===== src/hw/charger_regs_defines.svh =====
`ifndef CHARGER_REGS_DEFINES_SVH
`define CHARGER_REGS_DEFINES_SVH

// Register byte addresses on the serial port
`define ADDR_CTRL_STATUS_0 15'h0000
`define ADDR_INPUT_THRESHOLD 15'h0002
`define ADDR_BATTERY_SENSE 15'h0004

// Reset values
`define RST_CTRL_STATUS_0 16'h0001
`define RST_INPUT_THRESHOLD 16'h00f2
`define RST_BATTERY_SENSE 16'h0004

// Writable bit masks
`define WMASK_CTRL_STATUS_0 16'h0019
`define WMASK_INPUT_THRESHOLD 16'h00f0
`define WMASK_BATTERY_SENSE 16'h0008

// Read-only bits that hold their reset value
`define FIXED_INPUT_THRESHOLD 16'h0002
`define FIXED_BATTERY_SENSE 16'h0004

// Control word 0 fields
`define BIT_OVERVOLT_FLAG 7
`define BIT_CHARGER_PRESENT 5
`define BIT_MASTER_ENABLE 4
`define BIT_SENSE_DAC_ENABLE 3
`define BIT_REGULATOR_OK 1
`define BIT_OVERVOLT_DETECT_EN 0

// Control word 1 field
`define THRESH_MSB 7
`define THRESH_LSB 4

// Control word 2 fields
`define BIT_BATTERY_CC 7
`define BIT_BATTERY_CV 6
`define BIT_CURRENT_SENSE 5
`define BIT_CS_COMPARE_EN 3

// Serial frame layout
`define FRAME_DIR_BITS 1
`define FRAME_ADDR_BITS 15
`define FRAME_DATA_BITS 16
`define HEAD_LAST_BIT 5'd15
`define DATA_LAST_BIT 5'd31
`define DIR_WRITE 1'b1

// Threshold ranges, in millivolts
`define THRESH_LOW_LAST 4'h8
`define THRESH_MID_LAST 4'hc
`define THRESH_MID_FIRST 4'h9
`define THRESH_HIGH_FIRST 4'hd
`define THRESH_LOW_BASE_MV 14'd4200
`define THRESH_MID_BASE_MV 14'd6000
`define THRESH_HIGH_BASE_MV 14'd8500
`define THRESH_LOW_STEP_MV 14'd50
`define THRESH_MID_STEP_MV 14'd500
`define THRESH_HIGH_STEP_MV 14'd1000
`define THRESH_RESET_MV 14'd10500

// Timing
`define SYS_CLK_HZ 10000000
`define OVERVOLT_DEBOUNCE_NS 1000
`define OVERVOLT_DEBOUNCE_CYC ((`OVERVOLT_DEBOUNCE_NS * (`SYS_CLK_HZ / 1000000) + 999) / 1000)

`endif


===== src/hw/charger_regs_pkg.sv =====
package charger_regs_pkg;
  typedef enum logic [1:0] {
    SPI_IDLE = 2'b00,
    SPI_HEAD = 2'b01,
    SPI_DATA = 2'b11,
    SPI_DONE = 2'b10
  } spi_state_t;
  typedef logic [15:0] reg_word_t;
  typedef logic [13:0] millivolt_t;
endpackage


===== src/hw/charger_control_status_regs.sv =====
`timescale 1ns/100ps
`include "charger_regs_defines.svh"
// Notes on behaviour
// Master enable gates dac, auto charge, cv
// Word 0 bit 7 debounced input overvoltage
// Word 0 bit 5 shows charger present
// Word 0 bit 3 enables sense dac
// Word 0 bit 1 regulator ok; gates pulse
// Word 0 resets to 0001
// Threshold codes 0-8 step 50 mV
// Threshold codes 9-12 step 500 mV
// Threshold codes 13-15 step 1000 mV
// Word 1 resets to 00f2
// Word 2 bit 7 battery cc level
// Word 2 bit 6 battery cv level
// Word 2 bit 5 current sense level
// Word 2 bit 3 enables sense comparator
// Word 2 resets to 0004
// Frame: direction, 15 address, 16 data, msb first
// Read-only and unused bits ignore writes; unused bits read zero
// Status inputs synchronised before being read
module charger_control_status_regs
  import charger_regs_pkg::*;
#(
  parameter int DEBOUNCE_CYC = `OVERVOLT_DEBOUNCE_CYC
) (
  input wire logic sys_clk, // 10 MHz system clock
  input wire logic nrst, // Async reset, active low
  input wire logic spi_clk, // Serial clock from master
  input wire logic spi_cs_n, // Chip select, active low
  input wire logic spi_mosi, // Serial data in
  output logic spi_miso, // Serial data out
  output logic spi_miso_oe, // Drive enable for serial data out
  input wire logic overvolt_cmp, // Input above overvoltage threshold
  input wire logic charger_present_cmp, // Valid charger seen
  input wire logic regulator_ok_cmp, // Charger regulator valid
  input wire logic battery_cc_cmp, // Battery above cc level
  input wire logic battery_cv_cmp, // Battery above cv level
  input wire logic current_sense_cmp, // Sense voltage above threshold
  output logic gated_dac_enable, // Sense dac on, after master gate
  output logic auto_charge_enable, // Automatic charge control on
  output logic hardware_const_voltage_enable, // Hardware cv loop on
  output logic pulse_charge_enable, // Pulse charge allowed
  output logic input_overvolt_detect_enable, // Overvoltage comparator on
  output logic [3:0] input_overvolt_threshold, // Threshold code
  output millivolt_t overvolt_threshold_mv, // Threshold in millivolts
  output logic current_sense_compare_enable // Sense comparator on
);

  // Stored control bits
  logic charger_master_enable_r;
  logic sense_dac_enable_r;
  logic overvolt_detect_enable_r;
  logic [3:0] threshold_r;
  logic cs_compare_enable_r;

  // Status path
  logic [5:0] status_raw;
  logic [5:0] status_sync;
  logic overvolt_sync;
  logic charger_present_sync;
  logic regulator_ok_sync;
  logic battery_cc_sync;
  logic battery_cv_sync;
  logic current_sense_sync;
  logic input_overvolt_flag_r;
  logic [15:0] debounce_cnt_r;

  // Serial port
  spi_state_t state_r;
  spi_state_t state_nxt;
  logic spi_clk_prev_r;
  logic clk_rise;
  logic clk_fall;
  logic [4:0] bit_cnt_r;
  logic [15:0] head_r;
  logic [15:0] wdata_r;
  logic [15:0] wdata_full;
  logic [15:0] rd_shift_r;
  logic write_dir;
  logic [14:0] frame_addr;
  logic commit_write;
  logic spi_miso_r;
  logic spi_miso_oe_r;

  // Output flops
  logic gated_dac_enable_r;
  logic auto_charge_enable_r;
  logic hw_cv_enable_r;
  logic pulse_charge_enable_r;
  millivolt_t threshold_mv_r;

  // Threshold code to millivolts over three ranges
  function automatic millivolt_t threshold_to_mv(input logic [3:0] code);
    millivolt_t step;
    step = 14'({10'd0, code});
    if (code <= `THRESH_LOW_LAST) begin
      threshold_to_mv = `THRESH_LOW_BASE_MV + step * `THRESH_LOW_STEP_MV;
    end else if (code <= `THRESH_MID_LAST) begin
      step = 14'({10'd0, code - `THRESH_MID_FIRST});
      threshold_to_mv = `THRESH_MID_BASE_MV + step * `THRESH_MID_STEP_MV;
    end else begin
      step = 14'({10'd0, code - `THRESH_HIGH_FIRST});
      threshold_to_mv = `THRESH_HIGH_BASE_MV + step * `THRESH_HIGH_STEP_MV;
    end
  endfunction

  // Assembles the readable value of each register
  function automatic reg_word_t read_word(input logic [14:0] addr);
    reg_word_t w;
    w = 16'h0000;
    case (addr)
      `ADDR_CTRL_STATUS_0: begin
        w[`BIT_OVERVOLT_FLAG] = input_overvolt_flag_r;
        w[`BIT_CHARGER_PRESENT] = charger_present_sync;
        w[`BIT_MASTER_ENABLE] = charger_master_enable_r;
        w[`BIT_SENSE_DAC_ENABLE] = sense_dac_enable_r;
        w[`BIT_REGULATOR_OK] = regulator_ok_sync;
        w[`BIT_OVERVOLT_DETECT_EN] = overvolt_detect_enable_r;
      end
      `ADDR_INPUT_THRESHOLD: begin
        w = `FIXED_INPUT_THRESHOLD;
        w[`THRESH_MSB:`THRESH_LSB] = threshold_r;
      end
      `ADDR_BATTERY_SENSE: begin
        w = `FIXED_BATTERY_SENSE;
        w[`BIT_BATTERY_CC] = battery_cc_sync;
        w[`BIT_BATTERY_CV] = battery_cv_sync;
        w[`BIT_CURRENT_SENSE] = current_sense_sync;
        w[`BIT_CS_COMPARE_EN] = cs_compare_enable_r;
      end
      default: w = 16'h0000;
    endcase
    read_word = w;
  endfunction

  // Comparator levels cross into the clock domain here
  assign status_raw = {current_sense_cmp, battery_cv_cmp, battery_cc_cmp,
                       regulator_ok_cmp, charger_present_cmp, overvolt_cmp};

  status_sync #(
    .WIDTH(6)
  ) u_status_sync (
    .sys_clk(sys_clk),
    .nrst(nrst),
    .async_in(status_raw),
    .sync_out(status_sync)
  );

  assign overvolt_sync = status_sync[0];
  assign charger_present_sync = status_sync[1];
  assign regulator_ok_sync = status_sync[2];
  assign battery_cc_sync = status_sync[3];
  assign battery_cv_sync = status_sync[4];
  assign current_sense_sync = status_sync[5];

  // Flag follows the input only after it holds steady; cleared while detect is off
  always_ff @(posedge sys_clk or negedge nrst) begin
    if (!nrst) begin
      input_overvolt_flag_r <= 1'b0;
      debounce_cnt_r <= 16'h0000;
    end else if (!overvolt_detect_enable_r) begin
      input_overvolt_flag_r <= 1'b0;
      debounce_cnt_r <= 16'h0000;
    end else if (overvolt_sync == input_overvolt_flag_r) begin
      debounce_cnt_r <= 16'h0000;
    end else if (debounce_cnt_r >= 16'(DEBOUNCE_CYC - 1)) begin
      input_overvolt_flag_r <= overvolt_sync;
      debounce_cnt_r <= 16'h0000;
    end else begin
      debounce_cnt_r <= debounce_cnt_r + 16'h0001;
    end
  end

  // Serial clock edges; it must run at a quarter of sys_clk or slower
  always_ff @(posedge sys_clk or negedge nrst) begin
    if (!nrst) begin
      spi_clk_prev_r <= 1'b0;
    end else begin
      spi_clk_prev_r <= spi_clk;
    end
  end

  assign clk_rise = spi_clk & ~spi_clk_prev_r;
  assign clk_fall = ~spi_clk & spi_clk_prev_r;
  assign write_dir = head_r[`FRAME_ADDR_BITS] == `DIR_WRITE;
  assign frame_addr = head_r[`FRAME_ADDR_BITS-1:0];
  assign wdata_full = {wdata_r[14:0], spi_mosi};
  assign commit_write = (state_r == SPI_DATA) && clk_rise &&
                        (bit_cnt_r == `DATA_LAST_BIT) && write_dir;

  always_comb begin
    state_nxt = state_r;
    case (state_r)
      SPI_IDLE: begin
        if (!spi_cs_n) begin
          state_nxt = SPI_HEAD;
        end
      end
      SPI_HEAD: begin
        if (spi_cs_n) begin
          state_nxt = SPI_IDLE;
        end else if (clk_rise && bit_cnt_r == `HEAD_LAST_BIT) begin
          state_nxt = SPI_DATA;
        end
      end
      SPI_DATA: begin
        if (spi_cs_n) begin
          state_nxt = SPI_IDLE;
        end else if (clk_rise && bit_cnt_r == `DATA_LAST_BIT) begin
          state_nxt = SPI_DONE;
        end
      end
      SPI_DONE: begin
        if (spi_cs_n) begin
          state_nxt = SPI_IDLE;
        end
      end
      default: state_nxt = SPI_IDLE;
    endcase
  end

  always_ff @(posedge sys_clk or negedge nrst) begin
    if (!nrst) begin
      state_r <= SPI_IDLE;
    end else begin
      state_r <= state_nxt;
    end
  end

  // Bits are taken msb first on rising serial clock edges
  always_ff @(posedge sys_clk or negedge nrst) begin
    if (!nrst) begin
      bit_cnt_r <= 5'd0;
      head_r <= 16'h0000;
      wdata_r <= 16'h0000;
    end else if (spi_cs_n) begin
      bit_cnt_r <= 5'd0;
    end else if (clk_rise && (state_r == SPI_HEAD || state_r == SPI_DATA)) begin
      bit_cnt_r <= bit_cnt_r + 5'd1;
      if (state_r == SPI_HEAD) begin
        head_r <= {head_r[14:0], spi_mosi};
      end else begin
        wdata_r <= {wdata_r[14:0], spi_mosi};
      end
    end
  end

  // Read data is loaded when the header ends and shifted out on falling edges
  always_ff @(posedge sys_clk or negedge nrst) begin
    if (!nrst) begin
      rd_shift_r <= 16'h0000;
      spi_miso_r <= 1'b0;
      spi_miso_oe_r <= 1'b0;
    end else if (spi_cs_n) begin
      spi_miso_r <= 1'b0;
      spi_miso_oe_r <= 1'b0;
    end else if (state_r == SPI_HEAD && clk_rise && bit_cnt_r == `HEAD_LAST_BIT) begin
      rd_shift_r <= read_word(head_r[`FRAME_ADDR_BITS-2:0] == 14'd0 && !spi_mosi ?
                              15'h0000 : {head_r[13:0], spi_mosi});
    end else if (state_r == SPI_DATA && clk_fall && !write_dir) begin
      spi_miso_r <= rd_shift_r[15];
      rd_shift_r <= {rd_shift_r[14:0], 1'b0};
      spi_miso_oe_r <= 1'b1;
    end else if (state_r == SPI_DONE && clk_fall) begin
      spi_miso_oe_r <= 1'b0;
    end
  end

  // Only writable bits take the new word; a short frame writes nothing
  always_ff @(posedge sys_clk or negedge nrst) begin
    if (!nrst) begin
      charger_master_enable_r <= 1'(`RST_CTRL_STATUS_0 >> `BIT_MASTER_ENABLE);
      sense_dac_enable_r <= 1'(`RST_CTRL_STATUS_0 >> `BIT_SENSE_DAC_ENABLE);
      overvolt_detect_enable_r <= 1'(`RST_CTRL_STATUS_0 >> `BIT_OVERVOLT_DETECT_EN);
    end else if (commit_write && frame_addr == `ADDR_CTRL_STATUS_0) begin
      charger_master_enable_r <= spi_mosi_word(`BIT_MASTER_ENABLE);
      sense_dac_enable_r <= spi_mosi_word(`BIT_SENSE_DAC_ENABLE);
      overvolt_detect_enable_r <= spi_mosi_word(`BIT_OVERVOLT_DETECT_EN);
    end
  end

  always_ff @(posedge sys_clk or negedge nrst) begin
    if (!nrst) begin
      threshold_r <= 4'(`RST_INPUT_THRESHOLD >> `THRESH_LSB);
    end else if (commit_write && frame_addr == `ADDR_INPUT_THRESHOLD) begin
      threshold_r <= wdata_full[`THRESH_MSB:`THRESH_LSB];
    end
  end

  always_ff @(posedge sys_clk or negedge nrst) begin
    if (!nrst) begin
      cs_compare_enable_r <= 1'(`RST_BATTERY_SENSE >> `BIT_CS_COMPARE_EN);
    end else if (commit_write && frame_addr == `ADDR_BATTERY_SENSE) begin
      cs_compare_enable_r <= spi_mosi_word(`BIT_CS_COMPARE_EN);
    end
  end

  // Full data word including the bit arriving on the final edge
  function automatic reg_word_t last_word();
    last_word = wdata_full;
  endfunction

  function automatic logic spi_mosi_word(input int pos);
    reg_word_t w;
    w = last_word();
    spi_mosi_word = w[pos];
  endfunction

  // Charging outputs; master enable gates every charge path
  always_ff @(posedge sys_clk or negedge nrst) begin
    if (!nrst) begin
      gated_dac_enable_r <= 1'b0;
      auto_charge_enable_r <= 1'b0;
      hw_cv_enable_r <= 1'b0;
      pulse_charge_enable_r <= 1'b0;
    end else begin
      gated_dac_enable_r <= charger_master_enable_r & sense_dac_enable_r;
      auto_charge_enable_r <= charger_master_enable_r;
      hw_cv_enable_r <= charger_master_enable_r;
      pulse_charge_enable_r <= charger_master_enable_r & regulator_ok_sync;
    end
  end

  always_ff @(posedge sys_clk or negedge nrst) begin
    if (!nrst) begin
      threshold_mv_r <= `THRESH_RESET_MV;
    end else begin
      threshold_mv_r <= threshold_to_mv(threshold_r);
    end
  end

  assign spi_miso = spi_miso_r;
  assign spi_miso_oe = spi_miso_oe_r;
  assign gated_dac_enable = gated_dac_enable_r;
  assign auto_charge_enable = auto_charge_enable_r;
  assign hardware_const_voltage_enable = hw_cv_enable_r;
  assign pulse_charge_enable = pulse_charge_enable_r;
  assign input_overvolt_detect_enable = overvolt_detect_enable_r;
  assign input_overvolt_threshold = threshold_r;
  assign overvolt_threshold_mv = threshold_mv_r;
  assign current_sense_compare_enable = cs_compare_enable_r;

endmodule


===== src/hw/status_sync.sv =====
`timescale 1ns/100ps
module status_sync #(
  parameter int WIDTH = 5
) (
  input wire logic sys_clk, // System clock
  input wire logic nrst, // Async reset, active low
  input wire logic [WIDTH-1:0] async_in, // Raw comparator levels
  output logic [WIDTH-1:0] sync_out // Levels in the clock domain
);
  logic [WIDTH-1:0] meta_r;
  logic [WIDTH-1:0] sync_r;

  // First stage feeds only the second stage
  genvar i;
  generate
    for (i = 0; i < WIDTH; i++) begin : g_bit
      always_ff @(posedge sys_clk or negedge nrst) begin
        if (!nrst) begin
          meta_r[i] <= 1'b0;
          sync_r[i] <= 1'b0;
        end else begin
          meta_r[i] <= async_in[i];
          sync_r[i] <= meta_r[i];
        end
      end
    end
  endgenerate

  assign sync_out = sync_r;
endmodule

===== config.mk =====
export PLATFORM = sky130hd
export DESIGN_NAME = charger_control_status_regs
export DESIGN_NICKNAME = d
export VERILOG_FILES = /design/src/hw/charger_regs_pkg.sv /design/src/hw/charger_control_status_regs.sv /design/src/hw/status_sync.sv
export VERILOG_INCLUDE_DIRS = /design/src /design/src/hw
export SDC_FILE = /design/constraint.sdc
export NUM_CORES = 1
export LEC_CHECK = 0
export BUFFER_PORTS_ARGS = -buffer_cell sky130_fd_sc_hd__buf_2
export CAP_MARGIN = 20
export CORE_MARGIN = 10
export CORE_UTILIZATION = 36
export CTS_BUF_LIST = sky130_fd_sc_hd__clkbuf_8
export DETAILED_ROUTE_END_ITERATION = 10
export GPL_ROUTABILITY_DRIVEN = 1
export HOLD_SLACK_MARGIN = 0.02
export SLEW_MARGIN = 30
export SYNTH_ARGS = -nofsm -noshare
export SYNTH_HDL_FRONTEND = slang
export SYNTH_HIERARCHICAL = 1
export SYNTH_SLANG_ARGS = --single-unit

===== constraint.sdc =====
create_clock -name sys_clk -period 5.98 [get_ports sys_clk]
set_input_delay 0.897 -clock sys_clk [delete_from_list [all_inputs] [get_ports sys_clk]]
set_output_delay 0.897 -clock sys_clk [all_outputs]
set_load 0.01 [all_outputs]

==> flow_metrics.env <==
export IMPL_timing_rr_end="overvolt_threshold_mv[12]$_DFF_PN0_"
export IMPL_area_delta_synth_final_pct=10.9
export IMPL_period_minus_slack_ns=4.95
export IMPL_dieArea_um2=22000
export IMPL_start_util=0.371
export IMPL_hold_slack_ns=0.358
export IMPL_ys_async_sr_fraction=1.00
export IMPL_postCtsSetupRepairBufs=0
export IMPL_io_buffers=35
export IMPL_setup_viol=0
export IMPL_slew_viol_final=0
export IMPL_finalPower_mw=1.25
export IMPL_ys_types=51
export IMPL_clk_latency_ns=0.39
export IMPL_ioPinCount=37
export IMPL_syn_avg_cell_area_um2=10.5
export IMPL_rsz0062_at_grt="no"
export IMPL_fin_skew_ns=0.0110
export IMPL_synthTopCellsByCount="dfrtp_1 (93), ha_1 (53), nand2_1 (51)"
export IMPL_cp_depth=16
export IMPL_setup_slack_ns=1.03
export IMPL_leakage_nw=3.20
export IMPL_ff_latch_area_um2=2560
export IMPL_fmax_mhz=202
export IMPL_seq_area_frac_synth=0.432
export IMPL_synth_cells=567
export IMPL_num_vias=4053
export IMPL_place_hpwl_mm=9.12
export IMPL_postCtsHoldBufs=0
export IMPL_ir_worst_vdd_v=0.000200
export IMPL_grtUsageTotal=0.113
export IMPL_die_w_um=148
export IMPL_timing_rr_start="input_overvolt_threshold[0]$_DFFE_PN1P_"
export IMPL_power_density_nw_per_um2=190
export IMPL_yosysTopAreaCellShare=0.392
export IMPL_synth_edf_count=0
export IMPL_core_area_um2=16000
export IMPL_finalWirelength_mm=11.8
export IMPL_path_cells="inv_1, ha_1, xnor2_1, inv_1, fa_1, inv_1, fa_1, inv_1, ha_1, a211oi_1, nor3b_1, o311ai_0, nand3_1, a31oi_1, xor2_1, a21o_1"
export IMPL_path_common_cell="inv_1"
export IMPL_cp_max_fo=9
export IMPL_cts_buffers=9
export IMPL_grt_pass1_wl_mm=20.3
export IMPL_synth_most_common_cell="dfrtp_1"
export IMPL_htreeDepth=3
export IMPL_crit_required_ns=6.27
export IMPL_tightest_slew_ns=0.795
export IMPL_drive_above_1_share=0.173
export IMPL_gp_congestion=0.874
export IMPL_ys_seq_elements=102
export IMPL_synth_area_um2=5940
export IMPL_cp_start_kind="flip-flop"
export IMPL_cp_startpoint="input_overvolt_threshold[0]$_DFFE_PN1P_"
export IMPL_path_class="reg -> reg"
export IMPL_cp_end_kind="flip-flop"
export IMPL_cts_root_buffer="clkbuf_8"
export IMPL_crit_arrival_ns=5.24
export IMPL_final_period_utilization=0.828
export IMPL_regToRegSetupSlack_ns=1.03
export IMPL_grt_antenna_before_repair=0
export IMPL_clk_pin_slew_worst_paths_ns=0.11
export IMPL_grt_overflow=0
export IMPL_rr_worst_depth=16
export IMPL_synth_ff_type="dfrtp_1"
export IMPL_grt_max_degree=56
export IMPL_cts_resized=0
export IMPL_ys_warn_count=6
export IMPL_hold_path_class="reg -> reg"
export IMPL_clockBufferDepth=2
export IMPL_worst_path_buf_inv=4
export IMPL_die_h_um=148
export IMPL_max_cap_violations=0
export IMPL_status="complete, no violations"
export IMPL_multi_input_area_um2=3180
export IMPL_crit_path_end="overvolt_threshold_mv[12]$_DFF_PN0_"
export IMPL_fin_util=0.412
export IMPL_dr_pass1_iters=4
export IMPL_slew_headroom=0.470
export IMPL_ant_nets=0
export IMPL_synth_area_top_cells="dfrtp_1 (39%), ha_1 (11%), mux2_2 (6.1%)"
export IMPL_synth_area_leader_cell="dfrtp_1"
export IMPL_hold_viol_final=0
export IMPL_cts_tree="done"
export IMPL_nFillCells=1631
export IMPL_post_drt_wl_per_cell_um=14.2
export IMPL_nets=688
export IMPL_drtIter0Drc=235
export IMPL_pre_cts_ws_ns=1.11
export IMPL_row_count=46
export IMPL_drc=0
export IMPL_cp_slowest_cell="fa_1"
export IMPL_fin_setup_tns_ns=0
export IMPL_cp_top_family="adder cells"
export IMPL_clock_sinks=102
export IMPL_num_antenna_cells=0
export IMPL_grt_pass1_vias=4150
export IMPL_via_per_inst=4.88
export IMPL_slowest_delay_ns=0.64
## worst register-to-register path, cell delays in order (launching register included)
cell	delay (ns)
dfstp_2	0.55
inv_1	0.16
ha_1	0.31
xnor2_1	0.45
inv_1	0.26
fa_1	0.64
inv_1	0.08
fa_1	0.50
inv_1	0.04
ha_1	0.22
a211oi_1	0.34
nor3b_1	0.17
o311ai_0	0.46
nand3_1	0.18
a31oi_1	0.21
xor2_1	0.09
a21o_1	0.18
## final cells by class
cell class / instances / share of cell area
multi-input combinational: 413 / 0.483
inverter: 45 / 0.0256
clock buffer: 9 / 0.0188
clock inverter: 7 / 0.0123
sequential: 102 / 0.389
tap: 216 / 0.0410
timing repair buffer: 38 / 0.0304
## cells by family after synthesis
logic type / after synthesis / share of synthesized area
mux: 37 / 0.0691
buf+inv: 64 / 0.0426
compound gates: 87 / 0.0978
simple gates: 169 / 0.138
flops: 102 / 0.432
other cells: 1 / 0.000632
xor+xnor: 39 / 0.0575
fa+ha+maj: 68 / 0.162
## where the power goes
part	leakage [nW]	internal, mW	total [mW]	switching (mW)
clock network	0.104	0.170	0.440	0.270
registers	1.30	0.711	0.734	0.0227
logic	1.79	0.0326	0.0758	0.0432
total	3.20	0.914	1.25	0.336
## sequential cells by signal (all words and copies together), names as in the netlist, 2 cells and up
register and count:
head_r 16, u_status_sync/sync_out 6, bit_cnt_r 5, debounce_cnt_r 16, rd_shift_r 16, state_r 2, u_status_sync/meta_r 6, overvolt_threshold_mv 13
input_overvolt_threshold 4, wdata_r 7
## routing by layer
metal / routed length [um] / global-route usage / vias to the layer above
met2: 5710 / 0.184 / 89
met4: 182 / 0.0347 / 0
met5: 0 / 0 / -
met3: 639 / 0.0343 / 14
met1: 5270 / 0.139 / 1943
li1: - / - / 2007
## worst min path at each step
| stage | start | endpoint | slack, ns | cells after the start |
|---|---|---|---|---|
| 2_1_floorplan | u_status_sync/meta_r[0]$_DFF_PN0_ | u_status_sync/sync_out[0]$_DFF_PN0_ | 0.33 | 0 |
| 5_1_grt | u_status_sync/meta_r[1]$_DFF_PN0_ | u_status_sync/sync_out[1]$_DFF_PN0_ | 0.36 | 0 |
| 3_3_place_gp | u_status_sync/meta_r[1]$_DFF_PN0_ | u_status_sync/sync_out[1]$_DFF_PN0_ | 0.34 | 0 |
| 6_report | u_status_sync/meta_r[2]$_DFF_PN0_ | u_status_sync/sync_out[2]$_DFF_PN0_ | 0.36 | 0 |
| 4_1_cts | u_status_sync/meta_r[1]$_DFF_PN0_ | u_status_sync/sync_out[1]$_DFF_PN0_ | 0.36 | 0 |
| 3_5_place_dp | u_status_sync/meta_r[1]$_DFF_PN0_ | u_status_sync/sync_out[1]$_DFF_PN0_ | 0.34 | 0 |
## layout by cell type, fill, tap and decap left out, types with 4 or more instances in the layout
cell | Yosys | final
clkbuf_8 | 0 | 9
conb_1 | 1 | 13
nor3b_1 | 4 | 4
a211oi_1 | 7 | 7
buf_4 | 2 | 4
a31oi_1 | 6 | 6
xor2_1 | 14 | 14
nor3_1 | 11 | 10
inv_1 | 45 | 45
a21o_1 | 7 | 7
and3_1 | 5 | 5
nor2_1 | 44 | 44
nand2_1 | 51 | 51
nand4_1 | 4 | 4
and2_1 | 5 | 5
buf_2 | 4 | 34
o22a_1 | 4 | 4
mux2_2 | 32 | 32
dfstp_2 | 9 | 9
o21ai_0 | 16 | 16
a21oi_1 | 20 | 20
nand3_1 | 20 | 20
o211ai_1 | 9 | 9
nand3b_1 | 4 | 4
ha_1 | 53 | 53
xnor2_1 | 25 | 25
nand2b_1 | 4 | 4
mux2i_1 | 5 | 5
dfrtp_1 | 93 | 93
fa_1 | 15 | 15
## metrics by stage
step	area [um^2]	std cells
floorplan	5980	579
global placement	6370	814
detailed placement	6380	814
CTS	6590	830
global route	6590	830
finish	6590	830
No activity file was read; power rests on OpenSTA's default activity.
